`src/acl_pkg.sv`:
```
// package: register map, field encodings and carrier types of the ipv4 entry matcher
package acl_pkg;

   // ==========================================================
   // register offsets (byte addresses, one 32-bit word each)
   localparam logic [4:0] OFS_CTRL    = 5'h00;
   localparam logic [4:0] OFS_PROTO   = 5'h04;
   localparam logic [4:0] OFS_SRC_ADR = 5'h08;
   localparam logic [4:0] OFS_SRC_MSK = 5'h0c;
   localparam logic [4:0] OFS_DST_ADR = 5'h10;
   localparam logic [4:0] OFS_DST_MSK = 5'h14;
   localparam logic [4:0] OFS_STATUS  = 5'h18;

   // ==========================================================
   // control register field positions
   localparam int CTL_FTYPE  = 0;   // 2 bits
   localparam int CTL_PROTO  = 4;   // 3 bits
   localparam int CTL_TTL    = 8;   // 2 bits
   localparam int CTL_FRAG   = 10;  // 2 bits
   localparam int CTL_OPT    = 12;  // 2 bits
   localparam int CTL_SRC    = 16;  // 2 bits
   localparam int CTL_DST    = 18;  // 2 bits
   // writable control bits; all others read back as zero
   localparam logic [31:0] CTRL_WMASK = 32'h000f_3f73;

   // ==========================================================
   // reset values
   localparam logic [31:0] CTRL_RST = 32'h0000_0000;
   localparam logic [31:0] ADR_RST  = 32'h0000_0000;
   localparam logic [31:0] MSK_RST  = 32'hffff_ffff;
   localparam logic [7:0]  PROTO_RST = 8'h00;
   localparam logic [15:0] CNT_RST  = 16'h0000;

   // ==========================================================
   // protocol numbers
   localparam logic [7:0] PROTO_ICMP = 8'h01;
   localparam logic [7:0] PROTO_TCP  = 8'h06;
   localparam logic [7:0] PROTO_UDP  = 8'h11;

   // ==========================================================
   // encodings
   typedef enum logic [1:0] {FT_ANY = 2'h0, FT_ETH = 2'h1, FT_ARP = 2'h2, FT_IPV4 = 2'h3}
      frame_type_t;
   typedef enum logic [2:0] {PR_ANY = 3'h0, PR_SPEC = 3'h1, PR_ICMP = 3'h2, PR_UDP = 3'h3,
                             PR_TCP = 3'h4} proto_crit_t;
   // ttl: zero / non-zero ; fragment and options: no / yes
   typedef enum logic [1:0] {TR_ANY = 2'h0, TR_NO = 2'h1, TR_YES = 2'h2} tri_crit_t;
   typedef enum logic [1:0] {AD_ANY = 2'h0, AD_HOST = 2'h1, AD_NET = 2'h2} addr_crit_t;

   // avalon bus states (gray sequence)
   typedef enum logic [1:0] {BS_IDLE = 2'b00, BS_ACK = 2'b01, BS_DONE = 2'b11} bus_st_t;

   // ==========================================================
   // carriers
   typedef struct packed {
      logic        valid;
      logic [7:0]  proto;
      logic [7:0]  ttl;
      logic        more_frag;
      logic [12:0] frag_ofs;
      logic        options;
      logic [31:0] src_adr;
      logic [31:0] dst_adr;
   } ip_hdr_t;

   typedef struct packed {
      logic        read;
      logic        write;
      logic [4:0]  address;
      logic [31:0] writedata;
   } avl_req_t;

   typedef struct packed {
      logic [31:0] readdata;
      logic        waitrequest;
   } avl_rsp_t;

endpackage

```
`src/ipv4_acl_entry_matcher.sv`:
```
// ipv4 header matcher of one filter_entry, configured over avalon-mm
//
// Operation
// ipv4 criteria apply only to ipv4 frame type
// protocol any ignores protocol number
// specific protocol equals configured value 0..255
// icmp mode matches protocol icmp only
// udp mode matches protocol udp only
// tcp mode matches protocol tcp only
// ttl zero refuses frames with ttl above zero
// ttl non-zero allows frames with ttl above zero
// fragment no refuses mf or nonzero offset
// fragment yes allows fragmented frames
// options no refuses frames with options
// options yes allows frames with options
// any makes ttl, fragment, options don't-care
// source any ignores source address
// source host needs exact source address
// source network compares under source mask
// destination any ignores destination address
// destination host needs exact destination address
// destination network compares under destination mask
// only mask-one bits are compared
// hit needs all criteria matching together
//
// The Avalon-MM register port and the register offsets were chosen for this implementation.
`timescale 1ns/1ps
module ipv4_acl_entry_matcher (
   // clock and reset
   input  wire logic             CLK,
   input  wire logic             RST,
   // avalon-mm slave
   input  wire acl_pkg::avl_req_t AVL_REQ,
   output logic                  AVL_WAITREQUEST,
   output logic [31:0]           AVL_READDATA,
   // parsed header from the frame parser
   input  wire acl_pkg::ip_hdr_t  HDR,
   // result, one cycle after the header
   output logic                  HIT_VALID,
   output logic                  HIT
);
   import acl_pkg::*;

   // ==========================================================
   // state
   typedef struct packed {
      bus_st_t     bus;
      logic [31:0] rdata;
      logic        waitreq;
      logic [31:0] ctrl;
      logic [7:0]  proto;
      logic [31:0] src_adr;
      logic [31:0] src_msk;
      logic [31:0] dst_adr;
      logic [31:0] dst_msk;
      logic        hit_valid;
      logic        hit;
      logic [15:0] hit_cnt;
   } state_t;

   state_t s_q;
   state_t s_d;

   // ==========================================================
   // helpers
   function automatic logic adr_match(input addr_crit_t crit, input logic [31:0] frame,
                                      input logic [31:0] cfg, input logic [31:0] msk);
      logic r;
      r = 1'b0;
      case (crit)
         AD_ANY:  r = 1'b1;
         AD_HOST: r = (frame == cfg);
         AD_NET:  r = ((frame & msk) == (cfg & msk));
         default: r = 1'b0;
      endcase
      return r;
   endfunction

   function automatic logic tri_match(input tri_crit_t crit, input logic prop);
      logic r;
      r = 1'b0;
      case (crit)
         TR_ANY:  r = 1'b1;
         TR_NO:   r = !prop;
         TR_YES:  r = 1'b1;
         default: r = 1'b0;
      endcase
      return r;
   endfunction

   // ==========================================================
   // match logic
   frame_type_t ftype;
   proto_crit_t pcrit;
   tri_crit_t   ttl_crit;
   tri_crit_t   frag_crit;
   tri_crit_t   opt_crit;
   addr_crit_t  src_crit;
   addr_crit_t  dst_crit;
   logic        proto_ok;
   logic        ttl_ok;
   logic        frag_ok;
   logic        opt_ok;
   logic        src_ok;
   logic        dst_ok;
   logic        all_ok;

   always_comb begin
      ftype     = frame_type_t'(s_q.ctrl[CTL_FTYPE +: 2]);
      pcrit     = proto_crit_t'(s_q.ctrl[CTL_PROTO +: 3]);
      ttl_crit  = tri_crit_t'(s_q.ctrl[CTL_TTL +: 2]);
      frag_crit = tri_crit_t'(s_q.ctrl[CTL_FRAG +: 2]);
      opt_crit  = tri_crit_t'(s_q.ctrl[CTL_OPT +: 2]);
      src_crit  = addr_crit_t'(s_q.ctrl[CTL_SRC +: 2]);
      dst_crit  = addr_crit_t'(s_q.ctrl[CTL_DST +: 2]);
      case (pcrit)
         PR_ANY:  proto_ok = 1'b1;
         PR_SPEC: proto_ok = (HDR.proto == s_q.proto);
         PR_ICMP: proto_ok = (HDR.proto == PROTO_ICMP);
         PR_UDP:  proto_ok = (HDR.proto == PROTO_UDP);
         PR_TCP:  proto_ok = (HDR.proto == PROTO_TCP);
         default: proto_ok = 1'b0;
      endcase
      // "zero" refuses ttl above zero; "non-zero" allows it
      ttl_ok  = tri_match(ttl_crit, HDR.ttl != 8'h00);
      frag_ok = tri_match(frag_crit, HDR.more_frag || (HDR.frag_ofs != 13'h0));
      opt_ok  = tri_match(opt_crit, HDR.options);
      src_ok  = adr_match(src_crit, HDR.src_adr, s_q.src_adr, s_q.src_msk);
      dst_ok  = adr_match(dst_crit, HDR.dst_adr, s_q.dst_adr, s_q.dst_msk);
      all_ok  = (ftype == FT_IPV4) && proto_ok && ttl_ok && frag_ok && opt_ok
                && src_ok && dst_ok;
   end

   // ==========================================================
   // next state
   always_comb begin
      s_d = s_q;
      s_d.hit_valid = HDR.valid;
      s_d.hit       = HDR.valid && all_ok;
      if (HDR.valid && all_ok) begin
         s_d.hit_cnt = s_q.hit_cnt + 16'h0001;
      end
      case (s_q.bus)
         BS_IDLE: begin
            if (AVL_REQ.read || AVL_REQ.write) begin
               s_d.bus     = BS_ACK;
               s_d.waitreq = 1'b0;
               s_d.rdata   = 32'h0000_0000;
               if (AVL_REQ.read) begin
                  case (AVL_REQ.address)
                     OFS_CTRL:    s_d.rdata = s_q.ctrl;
                     OFS_PROTO:   s_d.rdata = {24'h00_0000, s_q.proto};
                     OFS_SRC_ADR: s_d.rdata = s_q.src_adr;
                     OFS_SRC_MSK: s_d.rdata = s_q.src_msk;
                     OFS_DST_ADR: s_d.rdata = s_q.dst_adr;
                     OFS_DST_MSK: s_d.rdata = s_q.dst_msk;
                     OFS_STATUS:  s_d.rdata = {15'h0000, s_q.hit, s_q.hit_cnt};
                     default:     s_d.rdata = 32'h0000_0000;
                  endcase
               end else begin
                  case (AVL_REQ.address)
                     OFS_CTRL:    s_d.ctrl    = AVL_REQ.writedata & CTRL_WMASK;
                     OFS_PROTO:   s_d.proto   = AVL_REQ.writedata[7:0];
                     OFS_SRC_ADR: s_d.src_adr = AVL_REQ.writedata;
                     OFS_SRC_MSK: s_d.src_msk = AVL_REQ.writedata;
                     OFS_DST_ADR: s_d.dst_adr = AVL_REQ.writedata;
                     OFS_DST_MSK: s_d.dst_msk = AVL_REQ.writedata;
                     OFS_STATUS:  s_d.hit_cnt = CNT_RST;
                     default:     s_d.bus     = BS_ACK;
                  endcase
               end
            end
         end
         BS_ACK: begin
            s_d.bus     = BS_DONE;
            s_d.waitreq = 1'b1;
         end
         BS_DONE: begin
            s_d.bus = BS_IDLE;
         end
         default: begin
            s_d.bus     = BS_IDLE;
            s_d.waitreq = 1'b1;
         end
      endcase
   end

   // ==========================================================
   // registers
   always_ff @(posedge CLK or posedge RST) begin
      if (RST) begin
         s_q.bus       <= BS_IDLE;
         s_q.rdata     <= 32'h0000_0000;
         s_q.waitreq   <= 1'b1;
         s_q.ctrl      <= CTRL_RST;
         s_q.proto     <= PROTO_RST;
         s_q.src_adr   <= ADR_RST;
         s_q.src_msk   <= MSK_RST;
         s_q.dst_adr   <= ADR_RST;
         s_q.dst_msk   <= MSK_RST;
         s_q.hit_valid <= 1'b0;
         s_q.hit       <= 1'b0;
         s_q.hit_cnt   <= CNT_RST;
      end else begin
         s_q <= s_d;
      end
   end

   assign AVL_WAITREQUEST = s_q.waitreq;
   assign AVL_READDATA    = s_q.rdata;
   assign HIT_VALID       = s_q.hit_valid;
   assign HIT             = s_q.hit;

endmodule

```
`config.mk`:
```
export PLATFORM = sky130hd
export DESIGN_NAME = ipv4_acl_entry_matcher
export DESIGN_NICKNAME = d
export VERILOG_FILES = /design/src/acl_pkg.sv /design/src/ipv4_acl_entry_matcher.sv
export SDC_FILE = /design/constraint.sdc
export NUM_CORES = 1
export LEC_CHECK = 0
export BUFFER_PORTS_ARGS = -buffer_cell sky130_fd_sc_hd__buf_2
export CAP_MARGIN = 20
export CORE_MARGIN = 2
export CORE_UTILIZATION = 42
export DETAILED_ROUTE_END_ITERATION = 16
export PLACE_DENSITY_LB_ADDON = 0.25
export RECOVER_POWER = 100
export SKIP_CTS_REPAIR_TIMING = 1
export SLEW_MARGIN = 20
export SYNTH_ARGS = -nofsm -noshare
export SYNTH_HDL_FRONTEND = slang
export SYNTH_SLANG_ARGS = --single-unit
```
`constraint.sdc`:
```
create_clock -name CLK -period 5.7 [get_ports CLK]
set_input_delay 0.57 -clock CLK [delete_from_list [all_inputs] [get_ports CLK]]
set_output_delay 0.57 -clock CLK [all_outputs]
set_load 0.005 [all_outputs]
```
== After elaboration in Yosys (flattened, before gate mapping) ==
Index checks and enable logic that the tools add are counted.

* Flip-flop bits (word level): 204
* Input bits: 137

* Muxes and demuxes: 23
* Equality and inequality tests: 32
* Bitwise logic cells: 6
* Reductions and logical operators: 33
* Add/sub/neg operators: 1

{| class="wikitable"
|+ Operators by type and width
! cell !! number
|-
| 32-bit case mux with 7 select lines || 1
|-
| 203-bit two-way mux || 1
|-
| 32-bit two-way mux || 5
|-
| 156-bit two-way mux || 1
|-
| 32-bit AND || 4
|-
| 32-bit == test || 4
|-
| 16-bit two-way mux || 5
|-
| 4-bit AND reduction || 6
|-
| 20-bit two-way mux || 1
|-
| 16-bit by 1-bit adder with 16-bit output, second input constant || 1
|-
| 5-bit == test, second input constant || 3
|-
| 2-bit == test, second input constant || 7
|-
| 13-bit nonzero test || 1
|-
| 2-bit by 1-bit == test with 1-bit output, second input constant || 6
|-
| 2-bit zero test || 6
|-
| 5-bit by 4-bit == test with 1-bit output, second input constant || 2
|-
| 8-bit by 1-bit == test with 1-bit output, second input constant || 1
|-
| 8-bit by 3-bit == test with 1-bit output, second input constant || 1
|-
| 8-bit by 5-bit == test with 1-bit output, second input constant || 1
|-
| 8-bit == test || 1
|-
| 8-bit two-way mux || 1
|-
| 1-bit case mux with 2 select lines || 4
|-
| 8-bit nonzero test || 1
|-
| 1-bit logical AND || 7
|-
| 15 further kinds || 24
|}

== Logic depth before layout (Yosys ltp) ==
Gate-level depths: netlist (run 1).

* Depth after elaboration: 14
* Mapped depth: 10
* Gate-level depth less buffers: 8

== Worst setup path after synthesis (run 1) ==
OpenSTA, ideal clock, no wires.

* Path kind: input to register
* From: input HDR[6] (netlist bit)
* To: register s_q[4] (netlist bit)
* Stages on the path: 8
* Setup slack: 3.285 ns
* Arrival: 2.291 ns
* Cells stage by stage: xor2_1 -> or4_4 -> o41ai_2 -> nand2b_1 -> a21boi_4 -> buf_6 -> nand4_1 -> mux2i_1

{| class="wikitable"
|+ RTL lines
! item !! RTL line !! RTL
|-
| start: declaration || ipv4_acl_entry_matcher.sv:37 || <nowiki>input wire acl_pkg::ip_hdr_t HDR,</nowiki>
|-
| end: declaration || ipv4_acl_entry_matcher.sv:61 || <nowiki>state_t s_q;</nowiki>
|}

== Final worst setup path (run 1) ==
* From: input AVL_REQ[32] (netlist bit)
* To: register s_q[124] (netlist bit)

* Word-level cells in the longest chain between the ends: 2

{| class="wikitable"
|+ RTL lines
! item !! RTL line !! RTL
|-
| start: declaration || ipv4_acl_entry_matcher.sv:33 || <nowiki>input wire acl_pkg::avl_req_t AVL_REQ,</nowiki>
|-
| 5-bit by 4-bit == test with 1-bit output || ipv4_acl_entry_matcher.sv:161 || <nowiki>case (AVL_REQ.address)</nowiki>
|-
| 4-bit AND reduction (no line) || - ||
|}

No other way between the ends.
A chain may end at the register's enable or synchronous reset.

==> metrics.csv, run 1 <==
stage,metric,value,unit
power_and_ir_drop,vdd_ir_drop_max,0.204,mV
route,drtPass1Iterations,8,
global_route,grtUsageTotal,24.9,%
power_and_ir_drop,switching_power,1.10,mW
route,wl_per_cell,24.2,µm
worst_setup_path,cpMostUsedCell,clkbuf_1,
synthesis,synth_fa_ha_area_share,0.119,%
worst_setup_path,arrival,4.60,ns
sta,finalMaxSlewViolations,260,
clock_tree,cts_sinks,204,
synthesis,muxShareOfSynthArea,17.8,%
finish,fill_cells,2269,
clock_tree,htreeDepth,1,
finish,nets,1164,
worst_setup_path,crit_buf_inv,3,
run,maxCapViolCount,8,
synthesis,ys_ff_latch,204,
route,totalWireLength,33000,µm
floorplanning,rows,57,
finish,layout_common_cells,"buf_2 (157), mux2_2 (151), dfrtp_1 (139)",
worst_setup_path,cpMaxStageDelayCell,clkbuf_1,
sta,max-slew-margin-rel,-87.3,%
sta,setup_violations,0,
floorplanning,start_util,42.9,%
hold_path,hold_path_class,primary input to flop,
sta,min_period,4.21,ns
synthesis,synth_area_per_cell,11.7,µm²
synthesis,yosys.area_share.xor_xnor,5.69,%
global_route,antenna_found_initial,1,
worst_setup_path,r2r_cells,8,
floorplanning,io_pins,172,
sta,hold_ws,0.239,ns
power_and_ir_drop,power.internal,2.79,mW
power_and_ir_drop,seqPwrFrac,46.1,%
worst_setup_path,path_class,primary input to flop,
worst_setup_path,startpoint_type,primary input,
synthesis,ys_seq_area_share,49.5,%
finish,drive_gt1_share,40.3,%
clock_tree,cts_root_buf,clkbuf_16,
power_and_ir_drop,power_frac_clock,37.8,%
route,first_iter_violations,697,
place,gp_congestion,1.00,
place,port_buffers,171,
route,via_per_inst,5.93,
outcome,violations,"capacitance limit, slew limit",
finish,fin_area,12100,µm²
synthesis,synth-main-ff-cell,dfrtp_1,
synthesis,synth_edf_count,0,
worst_setup_path,cpPeakStageDelay,1.51,ns
place,hpwl,23700,µm
floorplanning,die_h,162,µm
sta,rsz0062_at_grt,false,
synthesis,synthArstFlopShare,100,%
synthesis,syn_inst,893,
floorplanning,dieArea,26200,µm²
finish,syn_to_final_growth,15.9,%
synthesis,synth-simple-area-share,9.81,%
sta,setup_tns,0,ns
power_and_ir_drop,leakagePower,5.82,nW
clock_tree,cts_buffer_depth,3,
worst_setup_path,crit_fanout,33,
worst_setup_path,path_cells,clkbuf_1 -> nor2_1 -> and3_1 -> clkbuf_1 -> nand2_1 -> buf_4 -> mux2_2,
synthesis,synth_top_family_by_area,multiplexers,
place,place_area,11400,µm²
clock_tree,clkLatencyLatePin,0.51,ns
sta,finalHoldViolCount,0,
global_route,grt_pass1_vias,7978,
sta,min_period_over_period,73.9,%
floorplanning,core_area,24400,µm²
global_route,grt_start_max_net_pins,158,
route,ant_nets,0,
sta,fmax,238,MHz
floorplanning,fp.dieW,162,µm
synthesis,syn-num-nets,1031,
synthesis,synth_warnings,0,
sta,worstMarginPinSlew,2.81,ns
worst_setup_path,worstPathRequired,6.09,ns
global_route,overflow,0,
sta,finalClockSkew,0.00797,ns
worst_setup_path,cp-end-kind,flop,
power_and_ir_drop,power_frac_comb,16.1,%
outcome,status,"complete, but fails checks",
clock_tree,tritoncts,built,
synthesis,synth_compound_area_share,12.8,%
clock_tree,path_clk_slew,0.06,ns
route,drc_errors,0,
global_route,grt_pass1_wl,49200,µm
power_and_ir_drop,switching_share,28.2,%
synthesis,netlist_area,10500,µm²
worst_setup_path,cp_top_family,buffers and inverters,
hold_path,hold_depth,1,
synthesis,synth_cell_types,51,
route,vias,8100,
clock_tree,cts_buffers,23,
worst_setup_path,crit_cells,7,
power_and_ir_drop,p_per_area,320,nW/µm²
finish,mostFrequentLayoutCell,buf_2,
-- state kept, by name, indices dropped and copies added (netlist names) --
name and cells:
HIT 1, pcrit 3, dst_crit 2, frag_crit 2, ftype 2, HIT_VALID 1, AVL_WAITREQUEST 1, s_q 158
AVL_READDATA 32, opt_crit 2
-- Yosys cell counts, types with 6 or more instances --
cell	instances	share of area, %
nor4_1	21	1.3
nand3_1	19	0.91
dfrtp_1	139	33
a21o_1	10	0.72
a22o_1	25	2.1
xor2_1	59	4.9
mux2_2	151	16
a22oi_1	33	2.4
nor2b_1	6	0.36
dfstp_2	65	16
buf_1	13	0.47
nor2_1	16	0.57
inv_1	7	0.25
buf_4	33	2.4
nand4_1	17	1.0
nand2_1	64	2.3
xnor2_1	9	0.75
mux2i_1	16	1.5
nand2b_1	16	0.96
clkbuf_1	28	1.0
a222oi_1	11	1.1
a221oi_1	25	2.1
a21oi_1	12	0.57
a31oi_1	7	0.42
and3_1	11	0.66
a221o_1	10	0.96
o21ai_0	24	1.1
nor3_1	14	0.67
-- path summary, 6_finish.rpt --
kind                                  startpoint               end  slack, ns
worst max-delay path                 AVL_REQ[32]          s_q[124]       1.49
worst max register to register          s_q[117]            s_q[1]       2.36
min in group asynchronous                    RST          s_q[220]       1.14
worst min-delay path                     HDR[95]         HIT_VALID       0.24
worst min register to register  AVL_READDATA[16]  AVL_READDATA[16]       0.47
max in group asynchronous                    RST          s_q[138]       2.72
-- layer usage --
| layer | global-route usage [%] | part of all wire (%) | vias up |
|---|---|---|---|
| li1 | - | - | 3586 |
| met1 | 34.8 | 44 | 4109 |
| met2 | 39.1 | 45 | 337 |
| met3 | 4.75 | 7.6 | 66 |
| met4 | 7.88 | 3.3 | 2 |
| met5 | 1.89 | 0.20 | - |
-- power groups by stage --
stage                     clock network [mW]  registers [mW]  logic (mW)
final                                   1.47            1.79       0.625
after global routing                    1.55            1.81       0.676
after CTS                               1.49            1.79       0.628
after detailed placement                   0            1.81       0.625
after global placement                     0            1.81       0.616
after floorplan                            0            1.75       0.406
-- cells by family (layout without fill, tap and decap cells) --
logic type | count (synthesis) | in the layout
DFF | 204 | 204
adders and majority gates | 1 | 1
xor gates and xnor gates | 68 | 68
AOI/OAI and AO/OA | 172 | 172
other | 0 | 1
and+or+nand+nor | 197 | 197
muxes | 167 | 167
buffers and inverters | 84 | 232
-- area by class of cell --
cell class                 instances  area [µm²]  share of cell area (%)
antenna                            1        2.50                  0.0206
clock buffer                      38         712                    5.87
clock inverter                     2        35.0                   0.289
inverter                           7        30.0                   0.247
multi-input combinational        605        4840                    39.8
sequential                       204        5190                    42.7
tap                              324         405                    3.34
timing repair buffer             185         930                    7.66
-- per-stage QoR --
stage / utilization, % / worst slack (ns) / power [mW] / instances
3_5_place_dp: 46.9 / 2.59 / 2.44 / 1325
3_3_place_gp: 46.9 / 2.61 / 2.42 / 1325
4_1_cts: 50.0 / 2.86 / 3.91 / 1365
6_report: 49.8 / 1.49 / 3.88 / 1366
5_1_grt: 49.7 / 1.46 / 4.03 / 1365
2_1_floorplan: - / 2.54 / 2.16 / 893
-- worst reg2reg max path, stage by stage (launching register included) --
cell and delay (ns):
dfrtp_1 0.41, xor2_1 0.22, a22o_1 0.31, a221oi_1 0.23, nand3_1 0.17, or3_1 0.41, o22ai_1 0.94, nand3_1 0.30
mux2i_1 0.25
Power figures use the tool's default switching activity.
==> run 2, diff against run 1 <==
==> constraint.sdc (replaced) <==
create_clock -name CLK -period 3.55 [get_ports CLK]
set_input_delay 0.355 -clock CLK [delete_from_list [all_inputs] [get_ports CLK]]
set_output_delay 0.355 -clock CLK [all_outputs]
set_load 0.005 [all_outputs]
==> run 2 against run 1 <==
Effect of this change: the run still ends with capacitance limit, slew limit left; count of clock-buffer cells in the layout stayed put; clock power is 78% higher; sequential power is 61% higher; sequential share of layout area is 0.58 points lower; final cell count is 1.2% higher; combinational power is 60% higher; first-iteration DRC count is 3.4% higher.
==> metrics.csv, run 2 (synthesis gave the netlist of run 1 again) <==
stage,metric,value,unit
floorplanning,io_pins,172,
worst_setup_path,cp_top_family,compound AO/OA/AOI/OAI gates,
power_and_ir_drop,p_per_area,527,nW/µm²
worst_setup_path,startpoint,s_q[56],
place,port_buffers,171,
floorplanning,dieArea,26200,µm²
sta,setup_violations,0,
route,wl_per_cell,24.2,µm
global_route,grt_util_met2,41.6,%
route,vias,8159,
global_route,use_met1,34.6,%
sta,finalMaxSlewViolations,97,
worst_setup_path,crit_path_end,s_q[12],
worst_setup_path,timing.rr.start,s_q[56],
worst_setup_path,startpoint_type,flop,
route,ant_nets,0,
route,first_iter_violations,721,
finish,fill_cells,2266,
hold_path,min_from,AVL_REQ[22],
route,drc_errors,0,
sta,max-slew-margin-rel,-37.8,%
worst_setup_path,crit_cells,7,
power_and_ir_drop,leakagePower,5.90,nW
sta,setup_tns,0,ns
worst_setup_path,arrival,3.39,ns
global_route,grt_pass1_wl,50800,µm
sta,worstMarginPinSlew,2.07,ns
global_route,busiest_layer,met2,
floorplanning,start_util,42.9,%
finish,layout_common_cells,"buf_2 (154), mux2_2 (151), dfrtp_1 (139)",
floorplanning,fp.dieW,162,µm
worst_setup_path,r2r_setup_slack,0.58,ns
route,via_per_inst,5.90,
finish,syn_to_final_growth,17.5,%
run,maxCapViolCount,3,
sta,min_period,2.97,ns
floorplanning,rows,57,
worst_setup_path,r2r_cells,7,
global_route,use_met3,5.06,%
outcome,status,"complete, but fails checks",
clock_tree,tritoncts,built,
finish,regMostFlops,s_q,
finish,largest_register_ffs,158,
worst_setup_path,cp-end-kind,flop,
finish,mostFrequentLayoutCell,buf_2,
sta,fmax,336,MHz
hold_path,hold_path_class,primary input to flop,
finish,drive_gt1_share,40.7,%
worst_setup_path,worstPathRequired,3.97,ns
floorplanning,die_h,162,µm
floorplanning,core_area,24400,µm²
clock_tree,clkLatencyLatePin,0.53,ns
worst_setup_path,timing.rr.end,s_q[12],
global_route,grtUsageTotal,25.4,%
finish,final_util,50.4,%
global_route,overflow,0,
outcome,violations,"capacitance limit, slew limit",
worst_setup_path,crit_buf_inv,0,
global_route,grt_pass1_vias,8281,
worst_setup_path,crit_fanout,15,
worst_setup_path,path_cells,xor2_1 -> or4_4 -> o41ai_2 -> nand2b_1 -> a21boi_2 -> nand4_1 -> mux2i_1,
global_route,antenna_found_initial,0,
clock_tree,cts_buffer_depth,3,
sta,min_period_over_period,83.8,%
worst_setup_path,cpPeakStageDelay,0.62,ns
clock_tree,path_clk_slew,0.06,ns
clock_tree,cts_root_buf,clkbuf_16,
sta,finalClockSkew,0.0148,ns
finish,insertedDiodeCount,0,
clock_tree,cts_buffers,24,
worst_setup_path,cpMaxStageDelayCell,a21boi_2,
clock_tree,htreeDepth,1,
sta,rsz0062_at_grt,false,
power_and_ir_drop,vdd_ir_drop_max,0.343,mV
place,hpwl,24600,µm
global_route,grt_start_max_net_pins,74,
clock_tree,cts_sinks,204,
finish,nets,1179,
route,drtPass1Iterations,5,
place,gp_congestion,0.962,
route,totalWireLength,33400,µm
sta,finalHoldViolCount,0,
worst_setup_path,path_class,flop to flop,
[run 2: cell count changes in the layout (fill, tap and decap cells not counted), moves of 2 or more]
cell           change
clkbuf_8           -3
buf_2              -3
buf_4              +7
clkbuf_2           +3
clkinv_2           +2
clkbuf_1           +7
dlygate4sd3_1      +2
bufinv_16          +2
clkbuf_16          +2
[run 2: worst min path at each step]
| stage | endpoint | cells past startpoint |
|---|---|---|
| final | s_q[40] | 2 |
| after global routing | s_q[71] | 2 |
| after CTS | HIT_VALID | 1 |
| after detailed placement | AVL_READDATA[14] | 1 |
| after global placement | AVL_READDATA[25] | 2 |
| after floorplan | HIT_VALID | 0 |
[run 2: layout make-up]
type                    instances  area, µm²  share of cell area [%]
inverters                       7       27.5                   0.224
well taps                     324        405                    3.30
flip-flops and latches        204       5190                    42.2
repair buffers                199       1020                    8.30
clock buffers                  38        724                    5.89
clock inverters                 6        105                   0.854
multi-input cells             605       4830                    39.3
[run 2: where the power goes]
group	switching [mW]	leakage, nW	internal (mW)
Combinational	0.581	2.91	0.418
Sequential	0.248	2.59	2.63
Clock	0.995	0.408	1.61
[run 2: stage by stage]
step | power [mW] | setup WS, ns | area [µm²] | hold slack [ns] | std cells
6_report | 6.48 | 0.575 | 12300 | 0.102 | 1383
5_1_grt | 6.71 | 0.418 | 12300 | 0.113 | 1383
4_1_cts | 6.52 | 0.761 | 12400 | -0.0355 | 1380
3_5_place_dp | 3.92 | 0.662 | 11500 | 0.464 | 1336
3_3_place_gp | 3.90 | 0.737 | 11500 | 0.456 | 1336
2_1_floorplan | 3.47 | 0.604 | 10500 | 0.386 | 893
[run 2: per-layer routing]
layer  vias up  wire length (µm)
li1       3622                 -
met1      4103             14300
met2       368             15400
met3        66              2640
met4         0              1010
met5         -                 0
